### src/common/hls_pkg.sv
// constants and carrier types for the hit latch serializer
// assumes a 100 mhz system clock that samples every link pin
package hls_pkg;
   // channel and frame geometry
   localparam int CHANNELS   = 15;
   localparam int FRAME_BITS = 16;
   localparam int TRIG_LINES = 4;
   localparam int TRIG_SEL_W = 2;
   localparam int BUF_DEPTH  = 2;
   // clock rates and times in their own units
   localparam int SYS_CLK_MHZ    = 100;
   localparam int MASTER_CLK_MHZ = 16;
   localparam int SYS_PERIOD_NS  = 1000 / SYS_CLK_MHZ;
   localparam int LOAD_PULSE_NS  = 50;
   localparam int MIN_HIT_NS     = 200;
   // derived cycle counts, rounded up, never below one
   localparam int LOAD_PULSE_CYC = (LOAD_PULSE_NS + SYS_PERIOD_NS - 1) / SYS_PERIOD_NS;
   localparam int MIN_HIT_CYC    = (MIN_HIT_NS + SYS_PERIOD_NS - 1) / SYS_PERIOD_NS;
   localparam int SYNC_STAGES    = 2;
   // frame bit positions and counter values
   localparam int          FIDUCIAL_POS = 15;
   localparam logic        FIDUCIAL_VAL = 1'b1;
   localparam logic        SHIFT_FILL   = 1'b0;
   localparam int          CNT_W        = 5;
   localparam logic [4:0]  FRAME_LEN    = 5'h10;
   localparam logic [4:0]  SHIFT_LAST   = 5'h0f;
   localparam logic [4:0]  CNT_MAX      = 5'h1f;
   localparam logic [4:0]  CNT_ONE      = 5'h01;
   // values after reset
   localparam logic [15:0] SHREG_RESET  = 16'h0000;
   localparam logic [14:0] LATCH_RESET  = 15'h0000;
   localparam logic [6:0]  LINK_IDLE    = 7'h7f;
   localparam logic [14:0] HIT_IDLE     = 15'h7fff;
   localparam logic [1:0]  SEL_RESET    = 2'h0;
   // one serial frame: fiducial on top, channel 1 in bit 0
   typedef struct packed {
      logic                fiducial;
      logic [CHANNELS-1:0] hit;
   } hls_frame_t;
   // active-low link controls after synchronisation
   typedef struct packed {
      logic mclk_n;
      logic load_n;
      logic clear_n;
   } hls_link_t;
endpackage : hls_pkg

### src/hdl/hls_top.sv
// hit latch serializer: 15 hit latches, any-hit trigger, 16-bit frame shifter
// assumes link pins come from the remote digitizer asynchronously to mclk_i
`timescale 1ns/100ps
`default_nettype none
module hls_top (
   // system clock and reset
   input  wire logic                          mclk_i,
   input  wire logic                          resetn_i,
   // link from the remote digitizer, active low
   input  wire logic                          master_clk_n_i,
   input  wire logic                          load_n_i,
   input  wire logic                          clear_n_i,
   // discriminator hits, active low, channel 1 in bit 0
   input  wire logic [hls_pkg::CHANNELS-1:0]  hit_n_i,
   // static trigger line select
   input  wire logic [hls_pkg::TRIG_SEL_W-1:0] trig_sel_i,
   // open-drain trigger lines, the selected one pulled low on any hit
   input  wire logic [hls_pkg::TRIG_LINES-1:0] trig_line_i,
   output logic      [hls_pkg::TRIG_LINES-1:0] trig_line_o,
   output logic      [hls_pkg::TRIG_LINES-1:0] trig_line_oe_o,
   output logic                               trig_seen_o,
   // serial frame to the remote digitizer
   output logic                               sdata_o,
   // captured frames for local readout
   output logic                               frame_valid_o,
   input  wire logic                          frame_ready_i,
   output hls_pkg::hls_frame_t                frame_o,
   output logic                               capture_ready_o,
   output logic                               frame_drop_o,
   // frame length check
   output logic                               frame_len_err_o
);
   // synchronised pins
   hls_pkg::hls_link_t                   link;          // control pins
   logic [hls_pkg::TRIG_LINES-1:0]       trig_line_s;   // wired lines readback
   logic [hls_pkg::CHANNELS-1:0]         hit_n_s;       // hits, active low
   logic [hls_pkg::TRIG_SEL_W-1:0]       trig_sel_s;    // line select
   // decoded controls
   logic                                 mclk_prev_n;   // last master clock level
   logic                                 load_prev_n;   // last load level
   logic                                 mclk_edge;     // active master edge
   logic                                 load_act;      // load asserted
   logic                                 load_start;    // first cycle of load
   logic                                 clear_act;     // clear asserted
   logic [hls_pkg::CHANNELS-1:0]         hit_act;       // hits, active high
   // core state
   logic [hls_pkg::CHANNELS-1:0]         latch;         // hit latches
   logic [hls_pkg::FRAME_BITS-1:0]       shreg;         // serial shifter
   logic                                 any_hit;       // registered fast OR
   logic [hls_pkg::CNT_W-1:0]            edge_cnt;      // master edges per frame
   logic                                 frame_seen;    // a frame has started
   logic [hls_pkg::CNT_W-1:0]            shift_cnt;     // shifts since load
   hls_pkg::hls_frame_t                  next_frame;    // word to capture
   logic                                 cap_ready;     // buffer has room

   // returns the one-hot enable for a selected trigger line
   function automatic logic [hls_pkg::TRIG_LINES-1:0] line_onehot(
      input logic [hls_pkg::TRIG_SEL_W-1:0] sel
   );
      line_onehot = 4'h1 << sel;
   endfunction : line_onehot

   // control pins and wired lines share one synchroniser
   hls_sync #(
      .WIDTH     (7),
      .RESET_VAL (hls_pkg::LINK_IDLE)
   ) u_link_sync (
      .mclk_i   (mclk_i),
      .resetn_i (resetn_i),
      .async_i  ({master_clk_n_i, load_n_i, clear_n_i, trig_line_i}),
      .sync_o   ({link, trig_line_s})
   );

   // hit pins, idle high
   hls_sync #(
      .WIDTH     (hls_pkg::CHANNELS),
      .RESET_VAL (hls_pkg::HIT_IDLE)
   ) u_hit_sync (
      .mclk_i   (mclk_i),
      .resetn_i (resetn_i),
      .async_i  (hit_n_i),
      .sync_o   (hit_n_s)
   );

   // static select, still synchronised for safety
   hls_sync #(
      .WIDTH     (hls_pkg::TRIG_SEL_W),
      .RESET_VAL (hls_pkg::SEL_RESET)
   ) u_sel_sync (
      .mclk_i   (mclk_i),
      .resetn_i (resetn_i),
      .async_i  (trig_sel_i),
      .sync_o   (trig_sel_s)
   );

   // active-low pins turned into active-high strobes
   assign hit_act    = ~hit_n_s;
   assign load_act   = ~link.load_n;
   assign clear_act  = ~link.clear_n;
   assign mclk_edge  = mclk_prev_n && !link.mclk_n;
   assign load_start = load_prev_n && !link.load_n;

   // previous levels for edge detection, idle high
   always_ff @(posedge mclk_i) begin
      if (!resetn_i) begin
         mclk_prev_n <= 1'b1;
         load_prev_n <= 1'b1;
      end else begin
         mclk_prev_n <= link.mclk_n;
         load_prev_n <= link.load_n;
      end
   end

   // one set-reset latch per channel; clear wins, hits in it are lost
   for (genvar c = 0; c < hls_pkg::CHANNELS; c++) begin : g_latch
      always_ff @(posedge mclk_i) begin
         if (!resetn_i) begin
            latch[c] <= hls_pkg::LATCH_RESET[c];
         end else if (clear_act) begin
            latch[c] <= 1'b0;
         end else if (hit_act[c]) begin
            latch[c] <= 1'b1;
         end
      end
   end

   // fast OR of all channels, drives the chosen open-drain line
   always_ff @(posedge mclk_i) begin
      if (!resetn_i) begin
         any_hit        <= 1'b0;
         trig_line_oe_o <= '0;
      end else begin
         any_hit        <= |hit_act;
         trig_line_oe_o <= (|hit_act) ? line_onehot(trig_sel_s) : '0;
      end
   end

   // open-drain: only ever pull low
   assign trig_line_o = '0;

   // wired level seen on the chosen line, any card pulling it
   always_ff @(posedge mclk_i) begin
      if (!resetn_i) begin
         trig_seen_o <= 1'b0;
      end else begin
         trig_seen_o <= |(~trig_line_s & line_onehot(trig_sel_s));
      end
   end

   // frame word: latched hits under a fixed fiducial
   always_comb begin
      next_frame.fiducial = hls_pkg::FIDUCIAL_VAL;
      next_frame.hit      = latch;
   end

   // shifter: level load, else one bit out per master edge
   always_ff @(posedge mclk_i) begin
      if (!resetn_i) begin
         shreg <= hls_pkg::SHREG_RESET;
      end else if (load_act) begin
         shreg <= next_frame;
      end else if (mclk_edge) begin
         shreg <= {hls_pkg::SHIFT_FILL, shreg[hls_pkg::FRAME_BITS-1:1]};
      end
   end

   // bit 0 leaves first, active high
   assign sdata_o = shreg[0];

   // shifts since the last load, saturating
   always_ff @(posedge mclk_i) begin
      if (!resetn_i) begin
         shift_cnt <= '0;
      end else if (load_act) begin
         shift_cnt <= '0;
      end else if (mclk_edge && shift_cnt != hls_pkg::CNT_MAX) begin
         shift_cnt <= shift_cnt + hls_pkg::CNT_ONE;
      end
   end

   // master edges between load starts must be sixteen
   always_ff @(posedge mclk_i) begin
      if (!resetn_i) begin
         edge_cnt        <= '0;
         frame_seen      <= 1'b0;
         frame_len_err_o <= 1'b0;
      end else begin
         frame_len_err_o <= 1'b0;
         if (load_start) begin
            frame_seen      <= 1'b1;
            edge_cnt        <= mclk_edge ? hls_pkg::CNT_ONE : '0;
            frame_len_err_o <= frame_seen && (edge_cnt != hls_pkg::FRAME_LEN);
         end else if (mclk_edge && edge_cnt != hls_pkg::CNT_MAX) begin
            edge_cnt <= edge_cnt + hls_pkg::CNT_ONE;
         end
      end
   end

   // each captured frame also goes to a local readout buffer while it has room
   hls_buf2 #(
      .WIDTH ($bits(hls_pkg::hls_frame_t)),
      .DEPTH (hls_pkg::BUF_DEPTH)
   ) u_frame_buf (
      .mclk_i      (mclk_i),
      .resetn_i    (resetn_i),
      .in_valid_i  (load_start),
      .in_ready_o  (cap_ready),
      .in_data_i   (next_frame),
      .out_valid_o (frame_valid_o),
      .out_ready_i (frame_ready_i),
      .out_data_o  (frame_o)
   );

   assign capture_ready_o = cap_ready;

   // pulse when a frame finds the buffer full
   always_ff @(posedge mclk_i) begin
      if (!resetn_i) begin
         frame_drop_o <= 1'b0;
      end else begin
         frame_drop_o <= load_start && !cap_ready;
      end
   end

   // a hit outside clear sets its latch and keeps it
   a_latch_set_hold: assert property (@(posedge mclk_i) disable iff (!resetn_i)
      !clear_act |=> ((latch & $past(hit_act)) == $past(hit_act)))
      else $error("hit did not set its latch");

   // clear empties every latch next cycle
   a_latch_clear_all: assert property (@(posedge mclk_i) disable iff (!resetn_i)
      clear_act |=> (latch == '0))
      else $error("latches not cleared");

   // load places the fiducial on top
   a_fiducial_load: assert property (@(posedge mclk_i) disable iff (!resetn_i)
      load_act |=> shreg[hls_pkg::FIDUCIAL_POS])
      else $error("fiducial missing after load");

   // load copies the latched hits in order
   a_load_content: assert property (@(posedge mclk_i) disable iff (!resetn_i)
      load_act |=> (shreg[hls_pkg::CHANNELS-1:0] == $past(latch)))
      else $error("loaded hits wrong");

   // one bit moves per master edge
   a_shift_step: assert property (@(posedge mclk_i) disable iff (!resetn_i)
      (!load_act && mclk_edge) |=> (shreg[14:0] == $past(shreg[15:1])) && !shreg[15])
      else $error("shift step wrong");

   // no master edge, no movement
   a_shift_hold: assert property (@(posedge mclk_i) disable iff (!resetn_i)
      (!load_act && !mclk_edge) |=> $stable(shreg))
      else $error("shifter moved without master edge");

   // fiducial is the sixteenth bit out
   a_fiducial_last: assert property (@(posedge mclk_i) disable iff (!resetn_i)
      (!load_act && shift_cnt == hls_pkg::SHIFT_LAST) |-> sdata_o)
      else $error("sixteenth bit not one");

   // the first bit out after load is channel one
   a_sdata_first: assert property (@(posedge mclk_i) disable iff (!resetn_i)
      load_act |=> (sdata_o == $past(latch[0])))
      else $error("first serial bit not channel one");

   // fast OR follows the hits one cycle later
   a_any_hit_or: assert property (@(posedge mclk_i) disable iff (!resetn_i)
      1'b1 |=> (any_hit == |$past(hit_act)))
      else $error("fast or wrong");

   // at most one line driven, exactly while any hit
   a_trig_route: assert property (@(posedge mclk_i) disable iff (!resetn_i)
      $onehot0(trig_line_oe_o) && ((trig_line_oe_o != '0) == any_hit))
      else $error("trigger routing wrong");

   // a full frame buffer shows as dropped word
   a_buf_drop: assert property (@(posedge mclk_i) disable iff (!resetn_i)
      (load_start && !cap_ready) |=> frame_drop_o)
      else $error("drop not flagged");

   // a frame of the wrong length is flagged at the next load
   a_len_flag: assert property (@(posedge mclk_i) disable iff (!resetn_i)
      (load_start && frame_seen && (edge_cnt != hls_pkg::FRAME_LEN)) |=> frame_len_err_o)
      else $error("frame length error not flagged");
endmodule : hls_top
`default_nettype wire

### src/hdl/hls_sync.sv
// two flip-flop synchroniser for a vector of asynchronous levels
// assumes each bit is an independent slow level or a clock far below mclk_i
`timescale 1ns/100ps
`default_nettype none
module hls_sync #(
   parameter int               WIDTH     = 1,
   parameter logic [WIDTH-1:0] RESET_VAL = '0
) (
   // clock and reset
   input  wire logic             mclk_i,
   input  wire logic             resetn_i,
   // asynchronous in, synchronous out
   input  wire logic [WIDTH-1:0] async_i,
   output logic      [WIDTH-1:0] sync_o
);
   logic [WIDTH-1:0] meta;   // first stage, read only by second stage

   // two stages, reset to the idle level
   always_ff @(posedge mclk_i) begin
      if (!resetn_i) begin
         meta   <= RESET_VAL;
         sync_o <= RESET_VAL;
      end else begin
         meta   <= async_i;
         sync_o <= meta;
      end
   end
endmodule : hls_sync
`default_nettype wire

### src/hdl/hls_buf2.sv
// small valid/ready buffer, two entries by default
// assumes both sides on mclk_i; either side may stall at any time
`timescale 1ns/100ps
`default_nettype none
module hls_buf2 #(
   parameter int WIDTH = 16,
   parameter int DEPTH = 2
) (
   // clock and reset
   input  wire logic             mclk_i,
   input  wire logic             resetn_i,
   // filling side
   input  wire logic             in_valid_i,
   output logic                  in_ready_o,
   input  wire logic [WIDTH-1:0] in_data_i,
   // draining side
   output logic                  out_valid_o,
   input  wire logic             out_ready_i,
   output logic      [WIDTH-1:0] out_data_o
);
   localparam int PW = (DEPTH > 1) ? $clog2(DEPTH) : 1;
   localparam int CW = $clog2(DEPTH + 1);
   localparam logic [PW-1:0] PTR_LAST = PW'(DEPTH - 1);
   localparam logic [CW-1:0] CNT_FULL = CW'(DEPTH);

   logic [WIDTH-1:0] mem [DEPTH];   // entry storage
   logic [PW-1:0]    wr_ptr;        // next slot to fill
   logic [PW-1:0]    rd_ptr;        // oldest slot
   logic [CW-1:0]    count;         // entries held
   logic             push;
   logic             pop;

   // honest full and empty
   assign in_ready_o  = (count != CNT_FULL);
   assign out_valid_o = (count != '0);
   assign out_data_o  = mem[rd_ptr];
   assign push        = in_valid_i && in_ready_o;
   assign pop         = out_valid_o && out_ready_i;

   // entry storage, written only on push
   always_ff @(posedge mclk_i) begin
      if (push) begin
         mem[wr_ptr] <= in_data_i;
      end
   end

   // pointers wrap at the last slot
   always_ff @(posedge mclk_i) begin
      if (!resetn_i) begin
         wr_ptr <= '0;
         rd_ptr <= '0;
      end else begin
         if (push) begin
            wr_ptr <= (wr_ptr == PTR_LAST) ? '0 : wr_ptr + PW'(1);
         end
         if (pop) begin
            rd_ptr <= (rd_ptr == PTR_LAST) ? '0 : rd_ptr + PW'(1);
         end
      end
   end

   // occupancy
   always_ff @(posedge mclk_i) begin
      if (!resetn_i) begin
         count <= '0;
      end else if (push && !pop) begin
         count <= count + CW'(1);
      end else if (pop && !push) begin
         count <= count - CW'(1);
      end
   end
endmodule : hls_buf2
`default_nettype wire

### config.mk
export PLATFORM = sky130hd
export DESIGN_NAME = hls_top
export DESIGN_NICKNAME = d
export VERILOG_FILES = /design/src/common/hls_pkg.sv /design/src/hdl/hls_top.sv /design/src/hdl/hls_sync.sv /design/src/hdl/hls_buf2.sv
export SDC_FILE = /design/constraint.sdc
export NUM_CORES = 1
export LEC_CHECK = 0
export ABC_CLOCK_PERIOD_IN_PS = 1830
export BUFFER_PORTS_ARGS = -buffer_cell sky130_fd_sc_hd__buf_2
export CORE_UTILIZATION = 56
export DETAILED_ROUTE_END_ITERATION = 10
export HOLD_SLACK_MARGIN = 0.08
export PLACE_DENSITY = 0.78
export SLEW_MARGIN = 20
export SYNTH_ARGS = -nofsm -noshare
export SYNTH_HDL_FRONTEND = slang
export SYNTH_HIERARCHICAL = 1
export SYNTH_SLANG_ARGS = --single-unit
### constraint.sdc
create_clock -name mclk_i -period 1.83 [get_ports mclk_i]
set_input_delay 0.183 -clock mclk_i [delete_from_list [all_inputs] [get_ports mclk_i]]
set_output_delay 0.183 -clock mclk_i [all_outputs]
set_load 0.02 [all_outputs]
==> results.py, run 1 <==
metrics = {
    "synth": {
        "synth_top_area_share": 0.4437,
        "synth_area_per_cell_um2": 11.79,
        "yosysUniqueCellTypes": 42,
        "yosysMostFrequentCell": "dfxtp_1",
        "syn_inst": 379,
        "netlist_area_um2": 4467,
        "synth_edf_count": 32,
        "synthTopCellsByCount": "99 x dfxtp_1, 43 x nand2b_1, 36 x nand2_1",
        "ys_seq_area_frac": 0.6588,
        "ys_ff_latch": 131,
        "synth_area_leaders": "dfxtp_1 44%, edfxtp_1 22%, nand2b_1 6.0%, mux2_2 4.0%, nand2_1 3.0%",
        "yosysTopAreaCell": "dfxtp_1",
        "yosysWarnings": 6,
        "ys.flop_type": "dfxtp_1",
        "synthArstFlopShare": 0,
    },
    "routing": {
        "antenna_left": 0,
        "first_pass_iters": 4,
        "vias": 2892,
        "detail_route.wirelength_mm": 7.669,
        "drc": 0,
        "wl_per_cell_um": 13.18,
        "first_iter_violations": 258,
        "viasPerCell": 4.969,
    },
    "grt": {
        "antenna_found_initial": 0,
        "grt_max_degree": 35,
        "grt_overflow": 0,
        "grt_use_total": 0.2083,
        "grt_first_pass_wirelength_mm": 13.09,
        "grt_pass1_vias": 2915,
    },
    "layout": {
        "design_area_um2": 5679,
        "fillerInstances": 510,
        "n_antenna_cell": 0,
        "fin_nets": 498,
        "finish.utilization": 0.7349,
        "layout-drive-gt1-share": 0.2521,
        "syn2layout_area_growth_pct": 27.14,
    },
    "flow_run": {
        "drv_cap": 0,
    },
    "critical_path": {
        "required_ps": 1650,
        "r2r-start": "edge_cnt[0]$_SDFFE_PN0P_",
        "reg2reg_depth": 5,
        "worstSetupPathType": "register to primary output",
        "critical_path_arrival_ps": 1600,
        "r2r-end": "edge_cnt[3]$_SDFFE_PN0P_",
        "startpoint_type": "register",
        "critPathMaxFanout": 16,
        "cp-end-kind": "primary output",
        "rrSetupSlack_ps": 80,
    },
    "power_and_ir_drop": {
        "powerDensity_nw_per_um2": 1305,
        "p_leak_nw": 2.240,
        "peakVddDrop_mv": 0.7825,
    },
    "hold_path": {
        "worstHoldEndpoint": "load_prev_n$_SDFF_PN1_",
        "hold_class": "input port to register",
        "min_from": "resetn_i",
        "whs_path_depth": 2,
    },
    "placed_design": {
        "placed_cell_area_um2": 4823,
        "io_buffers": 52,
        "gp_congestion": 0.7588,
        "dp_hpwl_mm": 4.501,
    },
    "clocking": {
        "h-tree-depth": 4,
        "post-cts-setup-buffer-count": 0,
        "clk_latency_ps": 510,
        "cts_buffers": 17,
        "clock_path_buffers": 2,
        "clockRootBuffer": "clkbuf_8",
        "cts_tree": "yes",
        "cts_sinks": 131,
        "cts.clk_slew.worst_paths_ps": 60,
    },
    "die": {
        "num_rows": 32,
        "num_io_pins": 57,
        "start_util": 0.5780,
        "core_region_area_um2": 7727,
        "fp.dieArea_um2": 8338,
        "chipWidth_um": 91.31,
        "die_y_um": 91.31,
    },
    "sta": {
        "period_needed_ps": 1779,
        "skew_ps": 7.894,
        "slew_headroom": 0.6126,
        "worst_pin_slew_ps": 581.1,
        "final-hold-violation-count": 0,
        "max_freq_mhz": 562.2,
        "hold_ws_ps": 143.4,
        "tns_ps": 0,
        "setup_violations": 0,
        "slew_violations": 0,
        "rsz0062_at_grt": "no",
        "fin_crit_sh": 0.9720,
    },
    "run_status": {
        "status": "finished clean",
    },
}
==> repair_timing <==
action	CTS	global route
endpoints found under the setup margin	16	0
hold endpoints to repair	24	0
hold buffers	24	0
resized for setup	1	0
==> sequential cells by signal (all words and copies together) (netlist names), 4 cells and up, named ones only <==
signal,cells
u_link_sync/meta,7
u_frame_buf/mem,32
trig_line_oe_o,4
u_hit_sync/meta,15
latch,15
u_link_sync/sync_o,7
edge_cnt,5
shreg,16
u_hit_sync/sync_o,15
==> cell families after synthesis <==
kind of cell,after synthesis,synth area share
muxes,17,0.04538
other,2,0.001681
xor gates and xnor gates,4,0.007845
and+or+nand+nor,120,0.1538
buffers and inverters,40,0.04398
AOI/OAI and AO/OA,61,0.07731
adders and majority gates,4,0.01120
DFF,131,0.6588
==> power by group <==
part	total, W	internal, W	switching, W
clock network	0.00334	0.00210	0.00124
logic	0.000849	0.000401	0.000448
registers	0.00322	0.00312	0.0000946
total	0.00741	0.00562	0.00179
==> metal layers <==
layer  up-vias  global-route usage  part of all wire
met4         0              0.1124             0.022
met1      1335              0.2356              0.42
met2        94              0.3485              0.51
li1       1445                   -                 -
met5         -                   0                 0
met3        18             0.06868             0.051
==> placed cells by master, fill, tap and decap left out, types with 2 or more instances in the layout <==
cell / synthesis / layout
o21ai_0: 15 / 15
dfxtp_1: 99 / 99
nor2b_1: 3 / 3
nor2_1: 4 / 4
clkbuf_8: 0 / 2
and2_1: 8 / 8
a21oi_1: 18 / 18
clkbuf_16: 0 / 19
nand3_1: 3 / 3
o21ai_1: 5 / 5
and3_1: 2 / 2
nor4bb_1: 2 / 2
clkinv_4: 0 / 3
a31oi_1: 16 / 16
nand4_1: 3 / 3
conb_1: 2 / 6
buf_4: 5 / 10
mux2_2: 16 / 16
dlygate4sd3_1: 0 / 24
ha_1: 4 / 4
or3_1: 2 / 2
nand2b_2: 5 / 5
clkinv_2: 0 / 2
nor3b_1: 2 / 2
a21boi_1: 3 / 3
nand2_1: 36 / 36
edfxtp_1: 32 / 32
inv_1: 18 / 18
inv_6: 0 / 4
nand2b_1: 43 / 43
xnor2_1: 3 / 3
buf_2: 7 / 52
==> worst max path at each step <==
stage,start,endpoint,depth (start not counted)
2_1_floorplan,edge_cnt[0]$_SDFFE_PN0P_,edge_cnt[3]$_SDFFE_PN0P_,5
3_3_place_gp,edge_cnt[0]$_SDFFE_PN0P_,edge_cnt[3]$_SDFFE_PN0P_,5
3_5_place_dp,edge_cnt[0]$_SDFFE_PN0P_,edge_cnt[3]$_SDFFE_PN0P_,5
4_1_cts,register,frame_o[7],3
5_1_grt,register,frame_o[7],3
6_report,register,frame_o[7],3
==> cell type report <==
type	instances	area (um^2)	area share
inverters	18	67.56	0.01190
flip-flops and latches	131	2943	0.5182
multi-input cells	212	1343	0.2364
clock inverters	11	108.9	0.01917
well taps	102	127.6	0.02247
clock buffers	21	503.0	0.08857
repair buffers	87	586.8	0.1033
==> per-stage QoR <==
step / std cells / power (W) / setup slack, ps
detailed placement: 526 / 0.004069 / 88.71
global route: 582 / 0.007681 / 1.382
finish: 582 / 0.007410 / 51.25
CTS: 582 / 0.007472 / 6.256
floorplan: 383 / 0.003847 / 227.7
global placement: 526 / 0.004037 / 197.0
==> critical path: stages, from the launching register on <==
cell	delay [ps]
dfxtp_1	350
buf_6	200
mux2_2	370
buf_2	160
Note: power is estimated with default switching activity, not from simulation.
==> run 2: changes to the inputs <==
--- a/config.mk
+++ b/config.mk
@@ -7,10 +7,11 @@
 export LEC_CHECK = 0
 export ABC_CLOCK_PERIOD_IN_PS = 1830
 export BUFFER_PORTS_ARGS = -buffer_cell sky130_fd_sc_hd__buf_2
-export CORE_UTILIZATION = 56
+export CORE_UTILIZATION = 59
+export CTS_BUF_LIST = sky130_fd_sc_hd__clkbuf_4 sky130_fd_sc_hd__clkbuf_8
 export DETAILED_ROUTE_END_ITERATION = 10
 export HOLD_SLACK_MARGIN = 0.08
-export PLACE_DENSITY = 0.78
+export PLACE_DENSITY = 0.81
 export SLEW_MARGIN = 20
 export SYNTH_ARGS = -nofsm -noshare
 export SYNTH_HDL_FRONTEND = slang
==> results.py, run 2 (synthesis results as in run 1) <==
metrics = {
    "hold_path": {
        "hold_class": "input port to register",
        "worstHoldEndpoint": "u_frame_buf/rd_ptr$_SDFFE_PN0P_",
        "min_from": "frame_ready_i",
        "whs_path_depth": 4,
    },
    "power_and_ir_drop": {
        "p_leak_nw": 2.157,
        "peakVddDrop_mv": 0.5975,
        "powerDensity_nw_per_um2": 1197,
    },
    "critical_path": {
        "cp-end-kind": "register",
        "cp.buffers_inverters": 0,
        "reg2reg_depth": 5,
        "startpoint_type": "register",
        "cp_num_cells": 5,
        "r2r-end": "edge_cnt[3]$_SDFFE_PN0P_",
        "r2r-start": "edge_cnt[0]$_SDFFE_PN0P_",
        "crit_family": "simple AND/OR/NAND/NOR gates",
        "rrSetupSlack_ps": 90,
        "critPathSlowestCell": "or4_1",
        "required_ps": 2180,
        "critPathMaxFanout": 7,
        "slowest_delay_ps": 530,
        "worstSetupPathType": "register to register",
        "startpoint": "edge_cnt[0]$_SDFFE_PN0P_",
        "path_cells": "ha_1, and3_1, ha_1, or4_1, a21oi_1",
        "crit_top_cell": "ha_1",
        "critical_path_arrival_ps": 2090,
    },
    "placed_design": {
        "dp_hpwl_mm": 4.309,
        "io_buffers": 52,
        "gp_congestion": 0.7868,
    },
    "layout": {
        "syn2layout_area_growth_pct": 22.91,
        "n_antenna_cell": 0,
        "fin_nets": 498,
        "largest_reg_flops": 32,
        "mostFrequentLayoutCells": "99 x dfxtp_1, 52 x buf_2, 43 x nand2b_1",
        "layout-drive-gt1-share": 0.2500,
        "fillerInstances": 495,
        "regMostFlops": "u_frame_buf/mem",
        "layout_commonest_cell": "dfxtp_1",
        "reg_top3": "u_frame_buf/mem: 32 flops, shreg: 16 flops",
    },
    "grt": {
        "grt_first_pass_wirelength_mm": 11.03,
        "grt_pass1_vias": 2617,
        "antenna_found_initial": 0,
        "grt_overflow": 0,
        "grt_use_total": 0.1888,
        "grt_max_degree": 33,
    },
    "sta": {
        "rsz0062_at_grt": "no",
        "final-hold-violation-count": 0,
        "slew_violations": 0,
        "tns_ps": 0,
        "skew_ps": 7.523,
        "max_freq_mhz": 574.5,
        "hold_ws_ps": 309.2,
        "period_needed_ps": 1741,
        "fin_crit_sh": 0.9511,
        "setup_violations": 0,
    },
    "die": {
        "start_util": 0.6126,
        "num_io_pins": 57,
        "chipWidth_um": 89.01,
        "core_region_area_um2": 7292,
        "num_rows": 31,
        "fp.dieArea_um2": 7923,
        "die_y_um": 89.01,
    },
    "routing": {
        "first_iter_violations": 165,
        "detail_route.wirelength_mm": 6.802,
        "wl_met2_mm": 3.374,
        "routed.top_layer": "met4",
        "viasPerCell": 4.865,
        "wl_per_cell_um": 11.75,
        "vias": 2817,
        "wl_met1_mm": 3.031,
        "wl_met3_um": 326,
        "first_pass_iters": 4,
        "drc": 0,
        "antenna_left": 0,
    },
    "clocking": {
        "cts_sinks": 131,
        "h-tree-depth": 4,
        "cts_buffers": 17,
        "post-cts-setup-buffer-count": 0,
        "clock_path_buffers": 2,
        "clk_latency_ps": 410,
        "cts_tree": "yes",
        "clockRootBuffer": "clkbuf_8",
        "cts.clk_slew.worst_paths_ps": 80,
    },
    "run_status": {
        "status": "finished clean",
    },
    "flow_run": {
        "drv_cap": 0,
    },
}
[run 2: timing repair]
item / in CTS / in global routing
hold endpoints to repair: 27 / 0
resized for setup: 0 / 0
hold buffers: 25 / 0
[run 2: area by class of cell]
class | instances | area, um^2 | area share
clock buffer | 17 | 234.0 | 0.04262
clock inverter | 15 | 193.9 | 0.03532
inverter | 18 | 67.56 | 0.01231
multi-input combinational | 212 | 1343 | 0.2445
sequential | 131 | 2943 | 0.5360
tap | 99 | 123.9 | 0.02256
timing repair buffer | 87 | 585.6 | 0.1067
[run 2: through the flow]
step / cell area (um^2) / cells / power, W / utilization / setup slack (ps)
after global routing: 5490 / 579 / 0.006857 / 0.7529 / 6.360
after global placement: 4812 / 522 / 0.004033 / 0.6599 / 203.9
after floorplan: 4482 / 383 / 0.003847 / - / 227.7
after detailed placement: 4812 / 522 / 0.004061 / 0.6599 / 119.4
after CTS: 5490 / 579 / 0.006640 / 0.7529 / 93.66
final: 5490 / 579 / 0.006574 / 0.7529 / 89.41
[run 2: worst max path at each step]
stage	slack, ps	endpoint
floorplan	230	edge_cnt[3]$_SDFFE_PN0P_
global placement	200	edge_cnt[3]$_SDFFE_PN0P_
detailed placement	120	edge_cnt[3]$_SDFFE_PN0P_
CTS	90	edge_cnt[3]$_SDFFE_PN0P_
global route	6	edge_cnt[2]$_SDFFE_PN0P_
finish	90	edge_cnt[3]$_SDFFE_PN0P_
[run 2: routing by layer]
metal | GRT usage | vias up
met5 | 0 | -
met4 | 0.1025 | 0
met3 | 0.05540 | 4
met2 | 0.3210 | 84
met1 | 0.2154 | 1280
li1 | - | 1449
[run 2: where the power goes]
group	total, W	internal, W	leakage, nW	switching [W]
Combinational	0.000835	0.000395	0.825	0.000440
Sequential	0.00320	0.00312	1.11	0.0000874
Clock	0.00254	0.00139	0.220	0.00114
[run 2: worst min-delay path: stages]
cell     delay (ps)
buf_2            80
o21ai_1          90
xnor2_1         160
and2_1          150
